### config.mk
export PLATFORM = sky130hd
export DESIGN_NAME = mmad_decoder
export DESIGN_NICKNAME = d
export VERILOG_FILES = /design/src/mmad_pkg.sv /design/src/mmad_mode_ctrl.sv /design/src/mmad_ea_gen.sv /design/src/mmad_decoder.sv
export SDC_FILE = /design/constraint.sdc
export NUM_CORES = 1
export LEC_CHECK = 0
export CAP_MARGIN = 20
export CORE_MARGIN = 2
export CORE_UTILIZATION = 40
export CTS_BUF_LIST = sky130_fd_sc_hd__clkbuf_2 sky130_fd_sc_hd__clkbuf_4 sky130_fd_sc_hd__clkbuf_8
export CTS_CLUSTER_DIAMETER = 30
export DETAILED_ROUTE_END_ITERATION = 8
export DONT_BUFFER_PORTS = 1
export HOLD_SLACK_MARGIN = 0.05
export PLACE_DENSITY = 0.56
export SETUP_SLACK_MARGIN = 0.3
export SLEW_MARGIN = 20
export SYNTH_ARGS = -nofsm -noshare
export SYNTH_HDL_FRONTEND = slang
export SYNTH_SLANG_ARGS = --single-unit
### constraint.sdc
create_clock -name sys_clk_i -period 2.74 [get_ports sys_clk_i]
set_input_delay 0.548 -clock sys_clk_i [delete_from_list [all_inputs] [get_ports sys_clk_i]]
set_output_delay 0.548 -clock sys_clk_i [all_outputs]
set_load 0.005 [all_outputs]
### src/mmad_pkg.sv
package mmad_pkg;
    localparam int ADDR_W = 18;

    typedef enum logic [2:0] {
        MMAD_SINGLE    = 3'b001,
        MMAD_EXPANSION = 3'b010,
        MMAD_PROCESSOR = 3'b100
    } mmad_mode_type;

    typedef enum logic [1:0] {
        MMAD_AM_DIRECT = 2'h0,
        MMAD_AM_RAMS   = 2'h1,
        MMAD_AM_IOS    = 2'h2
    } mmad_amode_type;

    localparam logic [17:0] RAM_SHORT_BASE  = 18'h0_0000;
    localparam logic [17:0] SFR_BASE        = 18'h0_3F00;
    localparam logic [17:0] SFR_LAST        = 18'h0_3FFF;
    localparam logic [17:0] IRAM_BASE       = 18'h0_0000;
    localparam logic [17:0] IRAM_LAST       = 18'h0_27FF;
    localparam logic [17:0] IROM_BASE       = 18'h0_4000;
    localparam logic [17:0] IROM_LAST       = 18'h3_BFFF;
    localparam logic [17:0] XRAM_BASE       = 18'h0_2F00;
    localparam logic [17:0] XRAM_LAST       = 18'h0_3EFF;
    localparam logic [17:0] XROM_EXP_BASE   = 18'h2_0000;
    localparam logic [17:0] XROM_PROC_BASE  = 18'h0_4000;
    localparam logic [17:0] XROM_LAST       = 18'h3_FFFF;

    localparam int          EXT_ENABLE_BIT  = 4;
    localparam logic [7:0]  MEMORY_CONTROL_REGISTER_RESET    = 8'h00;
    localparam int          ADDR_GROUPS     = 3;
    localparam logic [2:0]  ADV_RESET       = 3'h0;
    // Address pins per enable group; groups cover A8..A17 upward
    localparam int          GROUP_LOW_BIT   = 8;
endpackage : mmad_pkg

### src/mmad_mode_ctrl.sv
`timescale 1ns/100ps
`default_nettype none
module mmad_mode_ctrl
    import mmad_pkg::*;
(
    input  wire logic          sys_clk_i,
    input  wire logic          rst_i,
    input  wire logic          memory_mode_select_pin_i,
    input  wire logic          external_memory_enable_flag_i,
    output mmad_mode_type      mode_o
);
    logic          sel_meta;
    logic          sel_sync;
    logic          sampled;
    logic          proc_latched;

    always_ff @(posedge sys_clk_i or posedge rst_i) begin
        if (rst_i) begin
            sel_meta <= 1'b0;
            sel_sync <= 1'b0;
        end else begin
            sel_meta <= memory_mode_select_pin_i;
            sel_sync <= sel_meta;
        end
    end

    // Pin caught once after the synchroniser fills, then frozen until reset
    logic [1:0] settle;
    always_ff @(posedge sys_clk_i or posedge rst_i) begin
        if (rst_i) begin
            settle       <= 2'h0;
            sampled      <= 1'b0;
            proc_latched <= 1'b0;
        end else if (!sampled) begin
            settle <= settle + 2'h1;
            if (settle == 2'h2) begin
                sampled      <= 1'b1;
                proc_latched <= sel_sync;
            end
        end
    end

    always_comb begin
        if (sampled && proc_latched)
            mode_o = MMAD_PROCESSOR;
        else if (sampled && external_memory_enable_flag_i)
            mode_o = MMAD_EXPANSION;
        else
            mode_o = MMAD_SINGLE;
    end

    a_mode_frozen: assert property (@(posedge sys_clk_i) disable iff (rst_i)
        $past(sampled) |-> proc_latched == $past(proc_latched))
        else $error("mode pin value changed after capture");
endmodule : mmad_mode_ctrl
`default_nettype wire

### src/mmad_ea_gen.sv
`timescale 1ns/100ps
`default_nettype none
module mmad_ea_gen
    import mmad_pkg::*;
(
    input  wire logic          sys_clk_i,
    input  wire logic          rst_i,
    input  wire mmad_amode_type amode_i,
    input  wire logic [17:0]   addr_i,
    input  wire logic [7:0]    offset_i,
    input  wire logic          second_byte_i,
    output logic [17:0]        ea_o
);
    logic [17:0] base;

    always_comb begin
        unique case (amode_i)
            MMAD_AM_RAMS: base = RAM_SHORT_BASE + {10'h000, offset_i};
            MMAD_AM_IOS:  base = SFR_BASE + {10'h000, offset_i};
            default:      base = addr_i;
        endcase
        // Upper byte of a word goes to the next byte, odd start allowed
        ea_o = base + {17'h0_0000, second_byte_i};
    end

    a_ios_offset: assert property (@(posedge sys_clk_i) disable iff (rst_i)
        (amode_i == MMAD_AM_IOS && !second_byte_i) |-> ea_o == {10'h03F, offset_i})
        else $error("io short address wrong");
    a_rams_offset: assert property (@(posedge sys_clk_i) disable iff (rst_i)
        (amode_i == MMAD_AM_RAMS && !second_byte_i) |-> ea_o == {10'h000, offset_i})
        else $error("ram short address wrong");
endmodule : mmad_ea_gen
`default_nettype wire

### src/mmad_decoder.sv
// Operation
// - Three memory modes from the mode pin and the external enable flag.
// - Single chip mode routes accesses only to internal ROM, internal RAM and the special function area.
// - External enable flag bit 4 in single chip mode selects expansion mode.
// - Address expansion register controls which address pins carry addresses in expansion mode; processor mode drives all of them.
// - Expansion mode keeps internal ROM and RAM while allowing external accesses.
// - Expansion mode external ROM window spans 0x20000 to 0x3FFFF.
// - Expansion and processor modes map external RAM 0x02F00 to 0x03EFF.
// - Mode pin high selects processor mode, fetching external ROM, ignoring internal.
// - Processor mode external ROM window spans 0x04000 to 0x3FFFF.
// - Internal RAM 0x00000 to 0x027FF, internal ROM 0x04000 to 0x3BFFF.
// - Special function area sits at 0x03F00 to 0x03FFF in every mode.
// - RAM short address is an 8-bit offset from zero.
// - I/O short address is the 8-bit offset added to 0x03F00.
// - Accesses are bytes; words are two successive bytes from any address.
// - Address pins not enabled for addresses remain general port pins.
`timescale 1ns/100ps
`default_nettype none
module mmad_decoder
    import mmad_pkg::*;
#(
    parameter logic [17:0] IRAM_TOP = IRAM_LAST,
    parameter logic [17:0] IROM_TOP = IROM_LAST
) (
    input  wire logic          sys_clk_i,
    input  wire logic          rst_i,
    input  wire logic          memory_mode_select_pin_i,
    input  wire logic [7:0]    memory_control_register_i,
    input  wire logic [2:0]    address_output_enable_bits_i,
    input  wire logic          acc_req_i,
    input  wire mmad_amode_type acc_amode_i,
    input  wire logic [17:0]   acc_addr_i,
    input  wire logic [7:0]    acc_offset_i,
    input  wire logic          acc_second_byte_i,
    input  wire logic [9:0]    port_out_i,
    output mmad_mode_type      mode_o,
    output logic [17:0]        ea_o,
    output logic               sel_iram_o,
    output logic               sel_irom_o,
    output logic               sel_sfr_o,
    output logic               sel_ext_o,
    output logic [9:0]         addr_pin_o
);
    mmad_mode_type mode;
    logic [17:0]   ea;
    logic          ext_mode;
    logic          in_sfr;
    logic          in_iram;
    logic          in_irom;
    logic          in_xram;
    logic          in_xrom;
    logic          next_iram;
    logic          next_irom;
    logic          next_sfr;
    logic          next_ext;
    logic [9:0]    next_pins;

    function automatic logic in_range(input logic [17:0] a,
                                      input logic [17:0] lo,
                                      input logic [17:0] hi);
        in_range = (a >= lo) && (a <= hi);
    endfunction : in_range

    mmad_mode_ctrl u_mode (
        .sys_clk_i                     (sys_clk_i),
        .rst_i                         (rst_i),
        .memory_mode_select_pin_i      (memory_mode_select_pin_i),
        .external_memory_enable_flag_i (memory_control_register_i[EXT_ENABLE_BIT]),
        .mode_o                        (mode)
    );

    mmad_ea_gen u_ea (
        .sys_clk_i     (sys_clk_i),
        .rst_i         (rst_i),
        .amode_i       (acc_amode_i),
        .addr_i        (acc_addr_i),
        .offset_i      (acc_offset_i),
        .second_byte_i (acc_second_byte_i),
        .ea_o          (ea)
    );

    assign ext_mode = (mode != MMAD_SINGLE);
    assign in_sfr   = in_range(ea, SFR_BASE, SFR_LAST);
    assign in_iram  = in_range(ea, IRAM_BASE, IRAM_TOP);
    assign in_irom  = in_range(ea, IROM_BASE, IROM_TOP);
    assign in_xram  = in_range(ea, XRAM_BASE, XRAM_LAST);
    always_comb begin
        unique case (mode)
            MMAD_EXPANSION: in_xrom = in_range(ea, XROM_EXP_BASE, XROM_LAST);
            MMAD_PROCESSOR: in_xrom = in_range(ea, XROM_PROC_BASE, XROM_LAST);
            default:        in_xrom = 1'b0;
        endcase
    end

    // SFR wins, then internal memory, then external windows
    always_comb begin
        next_iram = 1'b0;
        next_irom = 1'b0;
        next_sfr  = 1'b0;
        next_ext  = 1'b0;
        if (acc_req_i) begin
            if (in_sfr) begin
                next_sfr = 1'b1;
            end else if (in_iram) begin
                next_iram = 1'b1;
            end else if (in_irom && mode != MMAD_PROCESSOR) begin
                next_irom = 1'b1;
            end else if (ext_mode && (in_xram || in_xrom)) begin
                next_ext = 1'b1;
            end else if (ext_mode) begin
                // Everything unclaimed goes out in external modes
                next_ext = 1'b1;
            end
        end
    end

    // External ROM behind internal ROM in expansion mode is unreachable up to the internal ROM top
    always_comb begin
        next_pins = port_out_i;
        for (int g = 0; g < ADDR_GROUPS; g++) begin
            if (mode == MMAD_PROCESSOR ||
                (mode == MMAD_EXPANSION && address_output_enable_bits_i[g])) begin
                for (int b = 0; b < 4; b++) begin
                    if (g * 4 + b < 10)
                        next_pins[g * 4 + b] = ea[GROUP_LOW_BIT + g * 4 + b];
                end
            end
        end
        // Disabled groups keep the port data, behaviour
        if (mode == MMAD_SINGLE)
            next_pins = port_out_i;
    end

    always_ff @(posedge sys_clk_i or posedge rst_i) begin
        if (rst_i) begin
            sel_iram_o <= 1'b0;
            sel_irom_o <= 1'b0;
            sel_sfr_o  <= 1'b0;
            sel_ext_o  <= 1'b0;
        end else begin
            sel_iram_o <= next_iram;
            sel_irom_o <= next_irom;
            sel_sfr_o  <= next_sfr;
            sel_ext_o  <= next_ext;
        end
    end

    always_ff @(posedge sys_clk_i or posedge rst_i) begin
        if (rst_i) begin
            ea_o       <= 18'h0_0000;
            addr_pin_o <= 10'h000;
        end else begin
            ea_o       <= ea;
            addr_pin_o <= next_pins;
        end
    end

    assign mode_o = mode;

    a_single_no_ext: assert property (@(posedge sys_clk_i) disable iff (rst_i)
        (mode == MMAD_SINGLE) ##1 (mode == MMAD_SINGLE) |-> !sel_ext_o)
        else $error("external select in single chip mode");
    a_proc_no_irom: assert property (@(posedge sys_clk_i) disable iff (rst_i)
        (mode == MMAD_PROCESSOR) |=> !sel_irom_o)
        else $error("internal rom used in processor mode");
    a_sfr_select: assert property (@(posedge sys_clk_i) disable iff (rst_i)
        (acc_req_i && ea >= 18'h0_3F00 && ea <= 18'h0_3FFF) |=> sel_sfr_o && !sel_ext_o)
        else $error("sfr area not selected");
    a_xram_window: assert property (@(posedge sys_clk_i) disable iff (rst_i)
        (acc_req_i && ext_mode && ea >= 18'h0_2F00 && ea <= 18'h0_3EFF && ea > IRAM_TOP)
        |=> sel_ext_o)
        else $error("external ram window not selected");
    a_exp_rom_win: assert property (@(posedge sys_clk_i) disable iff (rst_i)
        (acc_req_i && mode == MMAD_EXPANSION && ea > IROM_TOP) |=> sel_ext_o)
        else $error("expansion rom window not selected");
    a_proc_rom_win: assert property (@(posedge sys_clk_i) disable iff (rst_i)
        (acc_req_i && mode == MMAD_PROCESSOR && ea >= 18'h0_4000) |=> sel_ext_o)
        else $error("processor rom window not selected");
    a_exp_irom_kept: assert property (@(posedge sys_clk_i) disable iff (rst_i)
        (acc_req_i && mode == MMAD_EXPANSION && ea >= 18'h0_4000 && ea <= IROM_TOP)
        |=> sel_irom_o)
        else $error("internal rom lost in expansion mode");
    a_one_select: assert property (@(posedge sys_clk_i) disable iff (rst_i)
        $onehot0({sel_iram_o, sel_irom_o, sel_sfr_o, sel_ext_o}))
        else $error("more than one target selected");
    a_port_pins: assert property (@(posedge sys_clk_i) disable iff (rst_i)
        (mode == MMAD_EXPANSION && !address_output_enable_bits_i[0])
        |=> addr_pin_o[3:0] == $past(port_out_i[3:0]))
        else $error("disabled address pins not left to port");
endmodule : mmad_decoder
`default_nettype wire

### After elaboration in Yosys (flattened, before gate mapping)

Index checks and enable logic that the tools add are counted.

| word-level totals | value |
|---|---|
| register bits after elaboration | 38 |
| input port bits | 54 |

| operators by class | value |
|---|---|
| add/sub/neg operators | 3 |
| order comparisons | 10 |
| eq/ne operators | 8 |
| multiplexer cells | 25 |
| bitwise gates (word level) | 1 |
| reductions and logical operators | 18 |

Operator list:

| cell | count |
|---|---|
| $le 18x14->1 const B | 3 |
| $ge 18x14->1 const B | 2 |
| $le 18x18->1 const B | 2 |
| $pmux 18 s2 | 1 |
| $add 18x1->18 | 1 |
| $ge 18x1->1 const B | 1 |
| $ge 18x15->1 const B | 1 |
| $ge 18x18->1 const B | 1 |
| $mux 1 | 17 |
| $add 14x8->15 const A | 1 |
| $logic_and 1x1->1 | 13 |
| $mux 10 | 1 |
| $mux 4 | 2 |
| $eq 2x2->1 const B | 2 |
| $logic_or 1x1->1 | 4 |
| $mux 2 | 2 |
| $eq 3x1->1 const B | 1 |
| $eq 3x2->1 const B | 1 |
| $eq 3x3->1 const B | 1 |
| $mux 3 | 1 |
| $ne 3x1->1 const B | 1 |
| $ne 3x3->1 const B | 1 |
| $add 2x1->2 const B | 1 |
| $eq 2x1->1 const B | 1 |
| 3 further kinds | 3 |

### Longest topological paths before layout

Gate-level depths: netlist of the first run.

| logic depth | value |
|---|---|
| word-level depth | 13 |
| mapped depth | 15 |

### Cells and area by module

From an unflattened synthesis of the first run, not the netlist that was laid out.

| second synthesis, totals | value |
|---|---|
| cell total of the unflattened synthesis | 193 |
| area, all modules | 2054.5 um^2 |

By module, submodules not included:

| module | instances | cells an instance | area an instance (um^2) | seq. area each (um^2) |
|---|---|---|---|---|
| mmad_decoder | 1 | 71 | 1111.1 | 800.8 |
| mmad_ea_gen | 1 | 104 | 698.2 | 0.0 |
| mmad_mode_ctrl | 1 | 18 | 245.2 | 150.1 |

### Least setup slack after synthesis of the first run

No wires, ideal clock.

| timing | value |
|---|---|
| path type | input to register |
| start point | in acc_amode_i[0] |
| end point | reg sel_ext_o |
| data arrival time | 3891 ps |
| slack | -1227 ps |
| stages on the path | 15 |
| buffers on the path | 4 |
| cell sequence | inv_1 ha_1 buf_2 buf_2 buf_1 a22o_1 ha_1 ha_1 or4b_4 buf_6 nor4b_2 mux2i_1 a41oi_1 or3_1 o21ai_1 |

| on the way | value |
|---|---|
| longest elaborated chain between the ends | 13 |
| elaborated cells between the ends (all ways) | 29 |

RTL lines:

| element | RTL line | RTL |
|---|---|---|
| start, declared | mmad_decoder.sv:31 | `input wire mmad_amode_type acc_amode_i,` |
| $eq 2x2->1 or $eq 2x1->1 (tied branches) | mmad_ea_gen.sv:17 | `unique case (amode_i)` |
| $pmux 18 s2 (*) | mmad_ea_gen.sv:17 |  |
| $add 18x1->18 (*) | mmad_ea_gen.sv:23 | `ea_o = base + {17'h0_0000, second_byte_i};` |
| via ea[16] | mmad_decoder.sv:45 | `logic [17:0] ea;` |
| $ge 18x15->1, or another cell as far along | mmad_decoder.sv:61 | `in_range = (a >= lo) && (a <= hi);` |
| $logic_and 1x1->1 | mmad_decoder.sv:61 |  |
| $pmux 1 s2 | mmad_decoder.sv:88 | `unique case (mode)` |
| $logic_or 1x1->1 | mmad_decoder.sv:108 | `end else if (ext_mode && (in_xram \|\| in_xrom)) begin` |
| $logic_and 1x1->1 | mmad_decoder.sv:108 |  |
| $mux 1 | mmad_decoder.sv:108 |  |
| $mux 1 | mmad_decoder.sv:106 | `end else if (in_irom && mode != MMAD_PROCESSOR) begin` |
| $mux 1 | mmad_decoder.sv:104 | `end else if (in_iram) begin` |
| $mux 1 (*) | mmad_decoder.sv:102 | `if (in_sfr) begin` |
| $mux 1 (*) | mmad_decoder.sv:101 | `if (acc_req_i) begin` |
| via next_ext | mmad_decoder.sv:55 | `logic next_ext;` |
| end signal, assigned | mmad_decoder.sv:144 | `sel_ext_o <= next_ext;` |
| end, declared | mmad_decoder.sv:41 | `output logic sel_ext_o,` |

Mark *: on every way through the listed nets, which the timed path passes. The rest lies on a longest branch.
A chain may end at the register's enable or synchronous reset.

### Worst setup path after layout of the first run

| timing | value |
|---|---|
| start point | in acc_amode_i[1] |
| end point | reg sel_ext_o |

| on the way | value |
|---|---|
| longest elaborated chain between the ends | 13 |
| elaborated cells between the ends (all ways) | 29 |

RTL lines:

| element | RTL line |
|---|---|
| $eq 2x2->1 or $eq 2x1->1 (tied branches) | mmad_ea_gen.sv:17 |
| $pmux 18 s2 (*) | mmad_ea_gen.sv:17 |
| $add 18x1->18 (*) | mmad_ea_gen.sv:23 |
| $ge 18x15->1, or another cell as far along | mmad_decoder.sv:61 |
| $logic_and 1x1->1 | mmad_decoder.sv:61 |
| $pmux 1 s2 | mmad_decoder.sv:88 |
| $logic_or 1x1->1 | mmad_decoder.sv:108 |
| $logic_and 1x1->1 | mmad_decoder.sv:108 |
| $mux 1 | mmad_decoder.sv:108 |
| $mux 1 | mmad_decoder.sv:106 |
| $mux 1 | mmad_decoder.sv:104 |
| $mux 1 (*) | mmad_decoder.sv:102 |
| $mux 1 (*) | mmad_decoder.sv:101 |
| via next_ext | mmad_decoder.sv:55 |

Marks and branches as above.

==> results.txt, run 1 <==
The beginning of the worst register-to-register path is u_mode.sampled$_DFF_PP0_. At the end of the flow the core is filled with cells to between 50% and 60%. The weighted congestion reported at the end of routability-driven placement came out at 0.885. The slew at the pin closest to its max-slew limit is slightly below 0.7 ns.

The total congestion overflow is 0. The routed wire length per instance came out at 15.3 um. The critical path goes through ha_4 -> o21ba_4 -> a22o_1 -> ha_4 -> ha_4 -> or4b_4 -> or4_1 -> a21boi_1 -> o211ai_1 -> o311ai_1 -> o21ai_1. The number of antenna violations at the first check in global routing was 0. The DRC marker count from the first detailed-route iteration came out at 38. The sink count of the clock tree came out at 38. The clock latency reported for the late side of the worst-skew pair is between 0.2 and 0.3 ns. The detailed-router iteration count before antenna repair came out at 4. The warning count from the yosys run is 0. The library cell used most frequently in the layout, excluding fill and tap cells, is sky130_fd_sc_hd__buf_4. Across all hold checks on the routed design, the worst slack comes to about 0.26 ns. Counting flops with a built-in enable in the synthesized netlist gives 0. After floorplanning, the core was divided into 26 placement rows. Clock tree synthesis selected as its root buffer the cell sky130_fd_sc_hd__clkbuf_8. For this design the top-level I/O count stands at 89.

Counting both buffers and inverters, the worst setup path holds a total of 0. The number of nets at the end of the flow came out at 304. The global-route wire length before repair is 7340 um.

The maximum clock skew at final layout is 0.00186 ns. The number of max-cap violations came out at 0. The net count after synthesis is around 250. The detailed placer's ending HPWL came out at 3590 um. In this run the cell area of the synthesized design comes to 0.00207 mm2.

The final hold violation count was 0. For this run, the leading register cell type out of synthesis is sky130_fd_sc_hd__dfrtp_1. On the critical path the largest part of the delay comes from compound AO/OA/AOI/OAI gates. The fraction of layout instances using a drive strength above 1 came out at 46.3%.

The class of the tightest hold or removal check is in2async. The cell repeated most along the worst path is sky130_fd_sc_hd__ha_4. The final total power came out at 0.00135 W.

The die is 75.9 um tall. The final critical-path setup slack is -0.265 ns. The remaining antenna violation count is 0. In this run the static leakage power is 1.32 nW.

The number of standard cells after synthesis is 187. The largest net degree at the start of global routing came out at 39. The worst-case IR drop observed on VDD is about 0.20 mV. The instance count after placement with tap cells included came out at 284. The post-detailed-route DRC marker count is 0.

The antenna diode count came out at 0. The power density of the placed cells came out at about 460 mW/mm2. The checks that failed: negative setup slack.

The number of buffers inserted for hold repair after clock tree synthesis came out at 0. Setup violations remaining at the end of the flow were counted as 11. The post-route standard cell area excluding fillers came out at just under 0.003 mm2. The number of pins exceeding their max-slew limit in the final report was 0. The critical path in this run is classified as in2reg. The maximum cell stage delay along the critical path came out at 0.52 ns. Setup repair after global routing could not meet its margin everywhere.

Wires add up to 4820 um. The worst setup path is launched from an input pin. STA puts the critical path data required time at between 2 and 3 ns. For this configuration, the core starts out at a cell density of 41.0%. The top cell types in the final layout, fill and taps aside, are 45 x sky130_fd_sc_hd__buf_4, 38 x sky130_fd_sc_hd__dfrtp_1, 14 x sky130_fd_sc_hd__nand2_1. The average instance area after synthesis came out at 11.0 um2. The die width is 75.9 um. The total placed instance area is 0.00243 mm2. Global routing used 17.2% of the available tracks. On the critical path, the stage with the largest delay is an instance of sky130_fd_sc_hd__or4b_4. The quantity of I/O buffers inserted on ports is 0. The async set or reset register ratio after synthesis came out at 100%. The number of global-route vias before repair is 1631. TritonCTS built the clock tree. The final route contains 1636 vias. The slack of the worst reg-to-reg path came out at 1.42 ns. The signal arrival time at the worst endpoint came out at ~3.2 ns. The synthesized design contains 38 register bits. Clock-pin slew was measured on the worst setup and hold paths at 0.07 ns.

The minimum clock period is 3.00 ns. The floorplan step defined a die boundary enclosing 0.00576 mm2. The area growth from synthesis to layout is 42.6%. The final critical path takes up 110% of the cycle. The number of CTS-inserted buffers is 5. In this run the critical register-to-register path is captured at sel_ext_o$_DFF_PP0_. The relative max-transition margin came out at 54.4%.

Once layout is complete, the cells apart from fillers number 316. The area of the core is 0.00504 mm2. The peak fanout along the critical path is 7. The maximum achievable frequency is 333 MHz. The run finished, with violations left.

For the worst flop-to-flop path, the logic depth is 4. The deepest level of the CTS H-tree came out at 2. The element type at the critical path end is a flip-flop. In this run, distinct cell masters in the synthesized netlist total 56. The largest buffer count on any clock path came out at 2.

The post-detailed-route via-to-cell ratio came out at 5.18. The share of the Yosys chip area taken by registers is 46.0%.
==> worst max-delay path by stage <==
stage | slack [ns] | cells past startpoint | endpoint | start
6_report | -0.26 | 11 | sel_ext_o$_DFF_PP0_ | acc_amode_i[1]
5_1_grt | -0.39 | 12 | sel_ext_o$_DFF_PP0_ | acc_amode_i[1]
4_1_cts | -0.25 | 11 | sel_ext_o$_DFF_PP0_ | acc_amode_i[1]
3_5_place_dp | -0.63 | 11 | sel_ext_o$_DFF_PP0_ | acc_amode_i[1]
3_3_place_gp | -0.54 | 11 | sel_ext_o$_DFF_PP0_ | acc_amode_i[1]
2_1_floorplan | -0.84 | 14 | sel_ext_o$_DFF_PP0_ | acc_amode_i[1]
==> through the flow <==
step	TNS [ns]	setup WS, ns
2_1_floorplan	-5.76	-0.839
3_3_place_gp	-4.61	-0.543
3_5_place_dp	-5.54	-0.631
4_1_cts	-1.17	-0.252
5_1_grt	-2.51	-0.393
6_report	-1.51	-0.265
==> area by class of cell <==
class,count,area (um2)
Clock buffer,7,90.1
Inverter,7,36.3
Clock inverter,1,5.00
Sequential cell,38,951
Multi-Input combinational cell,135,1260
Fill cell,423,2100
Tap cell,70,87.6
Timing Repair Buffer,58,514
==> Yosys cell counts, types with 2 or more instances <==
cell type | n | area share (%)
sky130_fd_sc_hd__nor4_2 | 3 | 1.8
sky130_fd_sc_hd__a21oi_1 | 4 | 0.97
sky130_fd_sc_hd__nand2_1 | 14 | 2.5
sky130_fd_sc_hd__buf_6 | 3 | 1.6
sky130_fd_sc_hd__ha_1 | 5 | 3.0
sky130_fd_sc_hd__buf_2 | 2 | 0.48
sky130_fd_sc_hd__mux2_2 | 5 | 2.7
sky130_fd_sc_hd__a31oi_2 | 2 | 1.2
sky130_fd_sc_hd__or3_1 | 2 | 0.61
sky130_fd_sc_hd__o211ai_1 | 2 | 0.73
sky130_fd_sc_hd__mux2_1 | 5 | 2.7
sky130_fd_sc_hd__and2_1 | 6 | 1.8
sky130_fd_sc_hd__a31oi_1 | 3 | 0.91
sky130_fd_sc_hd__nor2b_1 | 2 | 0.61
sky130_fd_sc_hd__nand3_1 | 3 | 0.73
sky130_fd_sc_hd__a22o_1 | 2 | 0.85
sky130_fd_sc_hd__or2_2 | 2 | 0.61
sky130_fd_sc_hd__nand2b_1 | 5 | 1.5
sky130_fd_sc_hd__xnor2_1 | 8 | 3.4
sky130_fd_sc_hd__o21ai_1 | 2 | 0.48
sky130_fd_sc_hd__dfrtp_1 | 38 | 46
sky130_fd_sc_hd__mux2i_1 | 3 | 1.5
sky130_fd_sc_hd__nor2_1 | 9 | 1.6
sky130_fd_sc_hd__nor4b_2 | 2 | 1.5
sky130_fd_sc_hd__o21ai_0 | 7 | 1.7
sky130_fd_sc_hd__xor2_1 | 5 | 2.1
sky130_fd_sc_hd__nor4_1 | 2 | 0.61
sky130_fd_sc_hd__a21o_1 | 4 | 1.5
sky130_fd_sc_hd__or4_1 | 3 | 1.1
sky130_fd_sc_hd__inv_1 | 6 | 1.1
sky130_fd_sc_hd__o221ai_1 | 2 | 0.85
sky130_fd_sc_hd__and3_1 | 2 | 0.61
==> flip-flops by register name, indices dropped and copies added, names as in the netlist <==
signal / flops
ea_o: 18
addr_pin_o: 10
u_mode.settle: 2
sel_ext_o: 1
sel_iram_o: 1
sel_irom_o: 1
sel_sfr_o: 1
u_mode.proc_latched: 1
u_mode.sampled: 1
u_mode.sel_meta: 1
u_mode.sel_sync: 1
==> worst register-to-register path: stages, from the launching register on <==
cell,delay [ns]
sky130_fd_sc_hd__dfrtp_1,0.54
sky130_fd_sc_hd__and2_1,0.26
sky130_fd_sc_hd__a41oi_2,0.05
sky130_fd_sc_hd__or3_1,0.31
sky130_fd_sc_hd__o21ai_1,0.08
==> per-layer routing <==
| layer | GRT usage (%) | vias up | routed length (um) |
|---|---|---|---|
| met4 | 6.43 | 0 | 73 |
| li1 | - | 786 | - |
| met1 | 19.1 | 778 | 1790 |
| met3 | 5.03 | 8 | 390 |
| met5 | 0 | - | 0 |
| met2 | 30.7 | 64 | 2570 |
==> where the power goes <==
group | internal, W | switching (W)
registers | 0.000612 | 0.0000263
clock network | 0.000213 | 0.000181
logic | 0.000175 | 0.000148
total | 0.000999 | 0.000355
==> cells by family (layout without fill, tap and decap cells) <==
| family | Yosys count | in the layout | share of synthesized area [%] |
|---|---|---|---|
| simple gates | 66 | 66 | 21.0 |
| compound gates | 38 | 38 | 13.8 |
| flops | 38 | 38 | 46.0 |
| buf+inv | 14 | 73 | 3.75 |
| xor+xnor | 13 | 13 | 5.51 |
| mux | 13 | 13 | 6.90 |
| fa+ha+maj | 5 | 5 | 3.03 |
==> timing repair <==
item / in CTS / in global routing
pin swaps: 10 / 13
setup buffers: 12 / 11
gates resized for setup: 24 / 20
gates cloned: 1 / 0
hold endpoints to repair: 0 / 0
setup endpoints to repair: 21 / 23
Power figures use the tool's default switching activity.
==> run 2, diff against run 1 <==
- TNS_END_PERCENT: unset -> 1
==> results.txt, run 2 (synthesized netlist as in run 1, its figures left out) <==
The sort of element at the start of the critical path is an input pin. The total negative setup slack came out at -1.11 ns (+0.393 ns). The slew at the pin closest to its max-slew limit came out at 0.778 ns (+0.0965 ns). The post-placement worst setup slack came out at -0.614 ns (+0.0166 ns).

The total placed instance area is 0.00242 mm2 (-0.31%). The final critical-path setup slack is -0.256 ns (+0.00881 ns). The weighted congestion reported at the end of routability-driven placement came to 0.881 (-0.40%). The number of antenna violations at the first check in global routing is 0 (unchanged). The routed wire length per instance came out at 15.6 um (+2.3%). The leading cell type in the layout, fill and taps excluded is sky130_fd_sc_hd__dfrtp_1. The worst hold path terminates at u_mode.sel_meta$_DFF_PP0_. The detailed placer's ending HPWL came out at 3600 um (+0.47%). The die width is 75.9 um (unchanged). The switching power share of the total is 26.3% (+0.064 points). The worst register-to-register path ends at sel_ext_o$_DFF_PP0_.

The number of CTS-inserted buffers was 5 (unchanged). The maximum achievable frequency is 334 MHz (+0.29%). The total congestion overflow is 0 (unchanged). The deepest level of the CTS H-tree came to 2 (unchanged). The final hold violation count came out at 0 (unchanged). The final reports fail on negative setup slack.

The DRC marker count from the first detailed-route iteration came out at 63 (+66%). The I/O pin count was 89 (unchanged). The post-detailed-route DRC marker count was 0 (unchanged). The clock latency reported for the late side of the worst-skew pair is 0.29 ns (about the same). From synthesis to final layout, the design area changed by 26.7%.

The setup-violating endpoint count in the final report came out at 8 (-3). The minimum clock period is 3.00 ns (-0.00881 ns). The quantity of I/O buffers inserted on ports came to 0 (unchanged). The final cycle utilization of the critical path is 109% (-0.32 points).

The run finished, with violations left. The register share of total power came out at 50.3% (+3.2 points). The worst setup path is of the in2reg kind. The area of the core is 0.00504 mm2 (unchanged). The required time of the worst setup path was 2.90 ns (about the same).

The slack of the worst reg-to-reg path is 1.34 ns (-0.08 ns). The maximum clock skew at final layout came to 0.00721 ns (+0.00535 ns). The global-route wire length before repair came to 7040 um (-4.1%). The number of pins exceeding their max-slew limit in the final report is 0 (unchanged). The row count came out at 26 (unchanged). In this run the worst hold path is classified as in2reg. Setup repair after global routing could not meet its margin everywhere. The clock-pin slew of the registers on the worst-case setup and hold paths was 0.07 ns (about the same).

The remaining antenna violation count is 0 (unchanged). The total number of vias came out at 1554 (-5.0%). The number of nets at the end of the flow was 285 (-6.3%). The worst hold path begins at memory_mode_select_pin_i. The overall fraction of global-route tracks in use came out at 16.4% (-0.80 points). The number of flip-flops under the largest register name was 18 (unchanged). The signal arrival time at the worst endpoint came to 3.16 ns (-0.02 ns).

The clock share of power came out at 29.2% (about the same). The largest registers in the layout are ea_o (18), addr_pin_o (10), u_mode.settle (2). The largest net degree at the start of global routing is 24 (-38%). The vertical die dimension is 75.9 um (unchanged). The largest vdd supply drop came out at 0.184 mV (-8.7%).

The internal power is 0.000936 W (-6.4%). The startpoint identified for the worst register-to-register timing path is u_mode.sampled$_DFF_PP0_. The combinational cell fraction of total power came out at 20.5% (-3.3 points). The worst setup path is captured at a flip-flop. The die outline area is 0.00576 mm2 (unchanged). In the layout the commonest cells are 38 x sky130_fd_sc_hd__dfrtp_1, 37 x sky130_fd_sc_hd__buf_4, 14 x sky130_fd_sc_hd__nand2_1.

The cell depth of the worst min-delay path came out at 0. The detailed-router iteration count before antenna repair came out at 4 (unchanged). The number of buffers inserted for hold repair after clock tree synthesis is 0 (unchanged). The register with the most flip-flops is ea_o. The post-detailed-route via-to-cell ratio was 5.25 (+1.4%).

The cell leakage power was 1.13 nW (-14%). The aggregate routed wire length came out at 4620 um (-4.2%). The worst reg-to-reg path cell count came out at 4 (unchanged). The fraction of layout instances using a drive strength above 1 came to 35.8% (-11 points).

The sink count of the clock tree came to 38 (unchanged). The tree is rooted in a sky130_fd_sc_hd__clkbuf_8. The initial standard-cell utilization of the core is 41.0% (unchanged).

The antenna diode count is 0 (unchanged). The number of max-cap violations is 0 (unchanged). The relative max-transition margin is 48.1% (-6.3 points). The number of global-route vias before repair is 1498 (-8.2%). The peak fanout along the critical path is 5 (-2). The largest buffer count on any clock path is 2 (unchanged). The power density of the placed cells is 485 mW/mm2 (+5.5%). The power spent charging and discharging nets is 0.000334 W (-6.0%). TritonCTS built the clock tree. The post-route standard cell area excluding fillers came out at 0.00262 mm2 (-11%).
-- run 2: how the worst max path moves through the flow --
stage,startpoint,end,slack (ns),cells after the start
2_1_floorplan,acc_amode_i[1],sel_ext_o$_DFF_PP0_,-0.84,14
3_3_place_gp,acc_amode_i[1],sel_ext_o$_DFF_PP0_,-0.57,11
3_5_place_dp,acc_amode_i[0],sel_ext_o$_DFF_PP0_,-0.61,12
4_1_cts,acc_amode_i[1],sel_ext_o$_DFF_PP0_,-0.28,11
5_1_grt,acc_amode_i[1],sel_ext_o$_DFF_PP0_,-0.39,11
6_report,acc_amode_i[1],sel_ext_o$_DFF_PP0_,-0.26,11
-- run 2: layout make-up --
cell class              count  area (um2)
repair buffers             38         289
multi-input cells         136        1170
fillers                   466        2430
flip-flops and latches     38         951
inverters                   7        31.3
well taps                  70        87.6
clock buffers               7        83.8
-- run 2: critical path, cell delays in order --
cell and delay [ns]:
sky130_fd_sc_hd__ha_4 0.23, sky130_fd_sc_hd__o21ba_4 0.22, sky130_fd_sc_hd__a22o_1 0.16, sky130_fd_sc_hd__ha_4 0.15
sky130_fd_sc_hd__ha_4 0.13, sky130_fd_sc_hd__or4b_4 0.52, sky130_fd_sc_hd__or4_4 0.56, sky130_fd_sc_hd__a21boi_2 0.13
sky130_fd_sc_hd__o211ai_1 0.12, sky130_fd_sc_hd__o311ai_1 0.31, sky130_fd_sc_hd__o21ai_1 0.08
-- run 2: per-stage QoR --
| step | util, % | hold slack [ns] | total power (W) | cells |
|---|---|---|---|---|
| after floorplan | - | 0.331 | 0.000810 | 187 |
| after global placement | 48.0 | 0.337 | 0.000888 | 286 |
| after detailed placement | 48.0 | 0.340 | 0.000896 | 286 |
| after CTS | 50.1 | 0.285 | 0.00127 | 293 |
| after global routing | 51.9 | 0.279 | 0.00135 | 296 |
| final | 51.9 | 0.292 | 0.00127 | 296 |
-- run 2: timing repair --
| action | 4_1_cts | 5_1_grt |
|---|---|---|
| pin swaps | 2 | 8 |
| setup buffers | 0 | 2 |
| hold endpoints to repair | 0 | 0 |
| setup endpoints to repair | 22 | 24 |
| gates resized for setup | 7 | 10 |
| cloned | 0 | 1 |
-- run 2: power groups by stage --
stage                     sequential [W]  clock [W]  combinational (W)
after floorplan                 0.000643          0           0.000167
after global placement          0.000650          0           0.000238
after detailed placement        0.000652          0           0.000244
after CTS                       0.000641   0.000382           0.000251
after global routing            0.000646   0.000411           0.000290
final                           0.000639   0.000371           0.000260
-- run 2: metal layers --
| layer | track usage [%] | share of wire (%) | vias to the layer above |
|---|---|---|---|
| li1 | - | - | 754 |
| met1 | 19.3 | 38 | 741 |
| met2 | 28.5 | 53 | 54 |
| met3 | 4.23 | 7.6 | 5 |
| met4 | 6.04 | 1.3 | 0 |
| met5 | 0 | 0 | - |
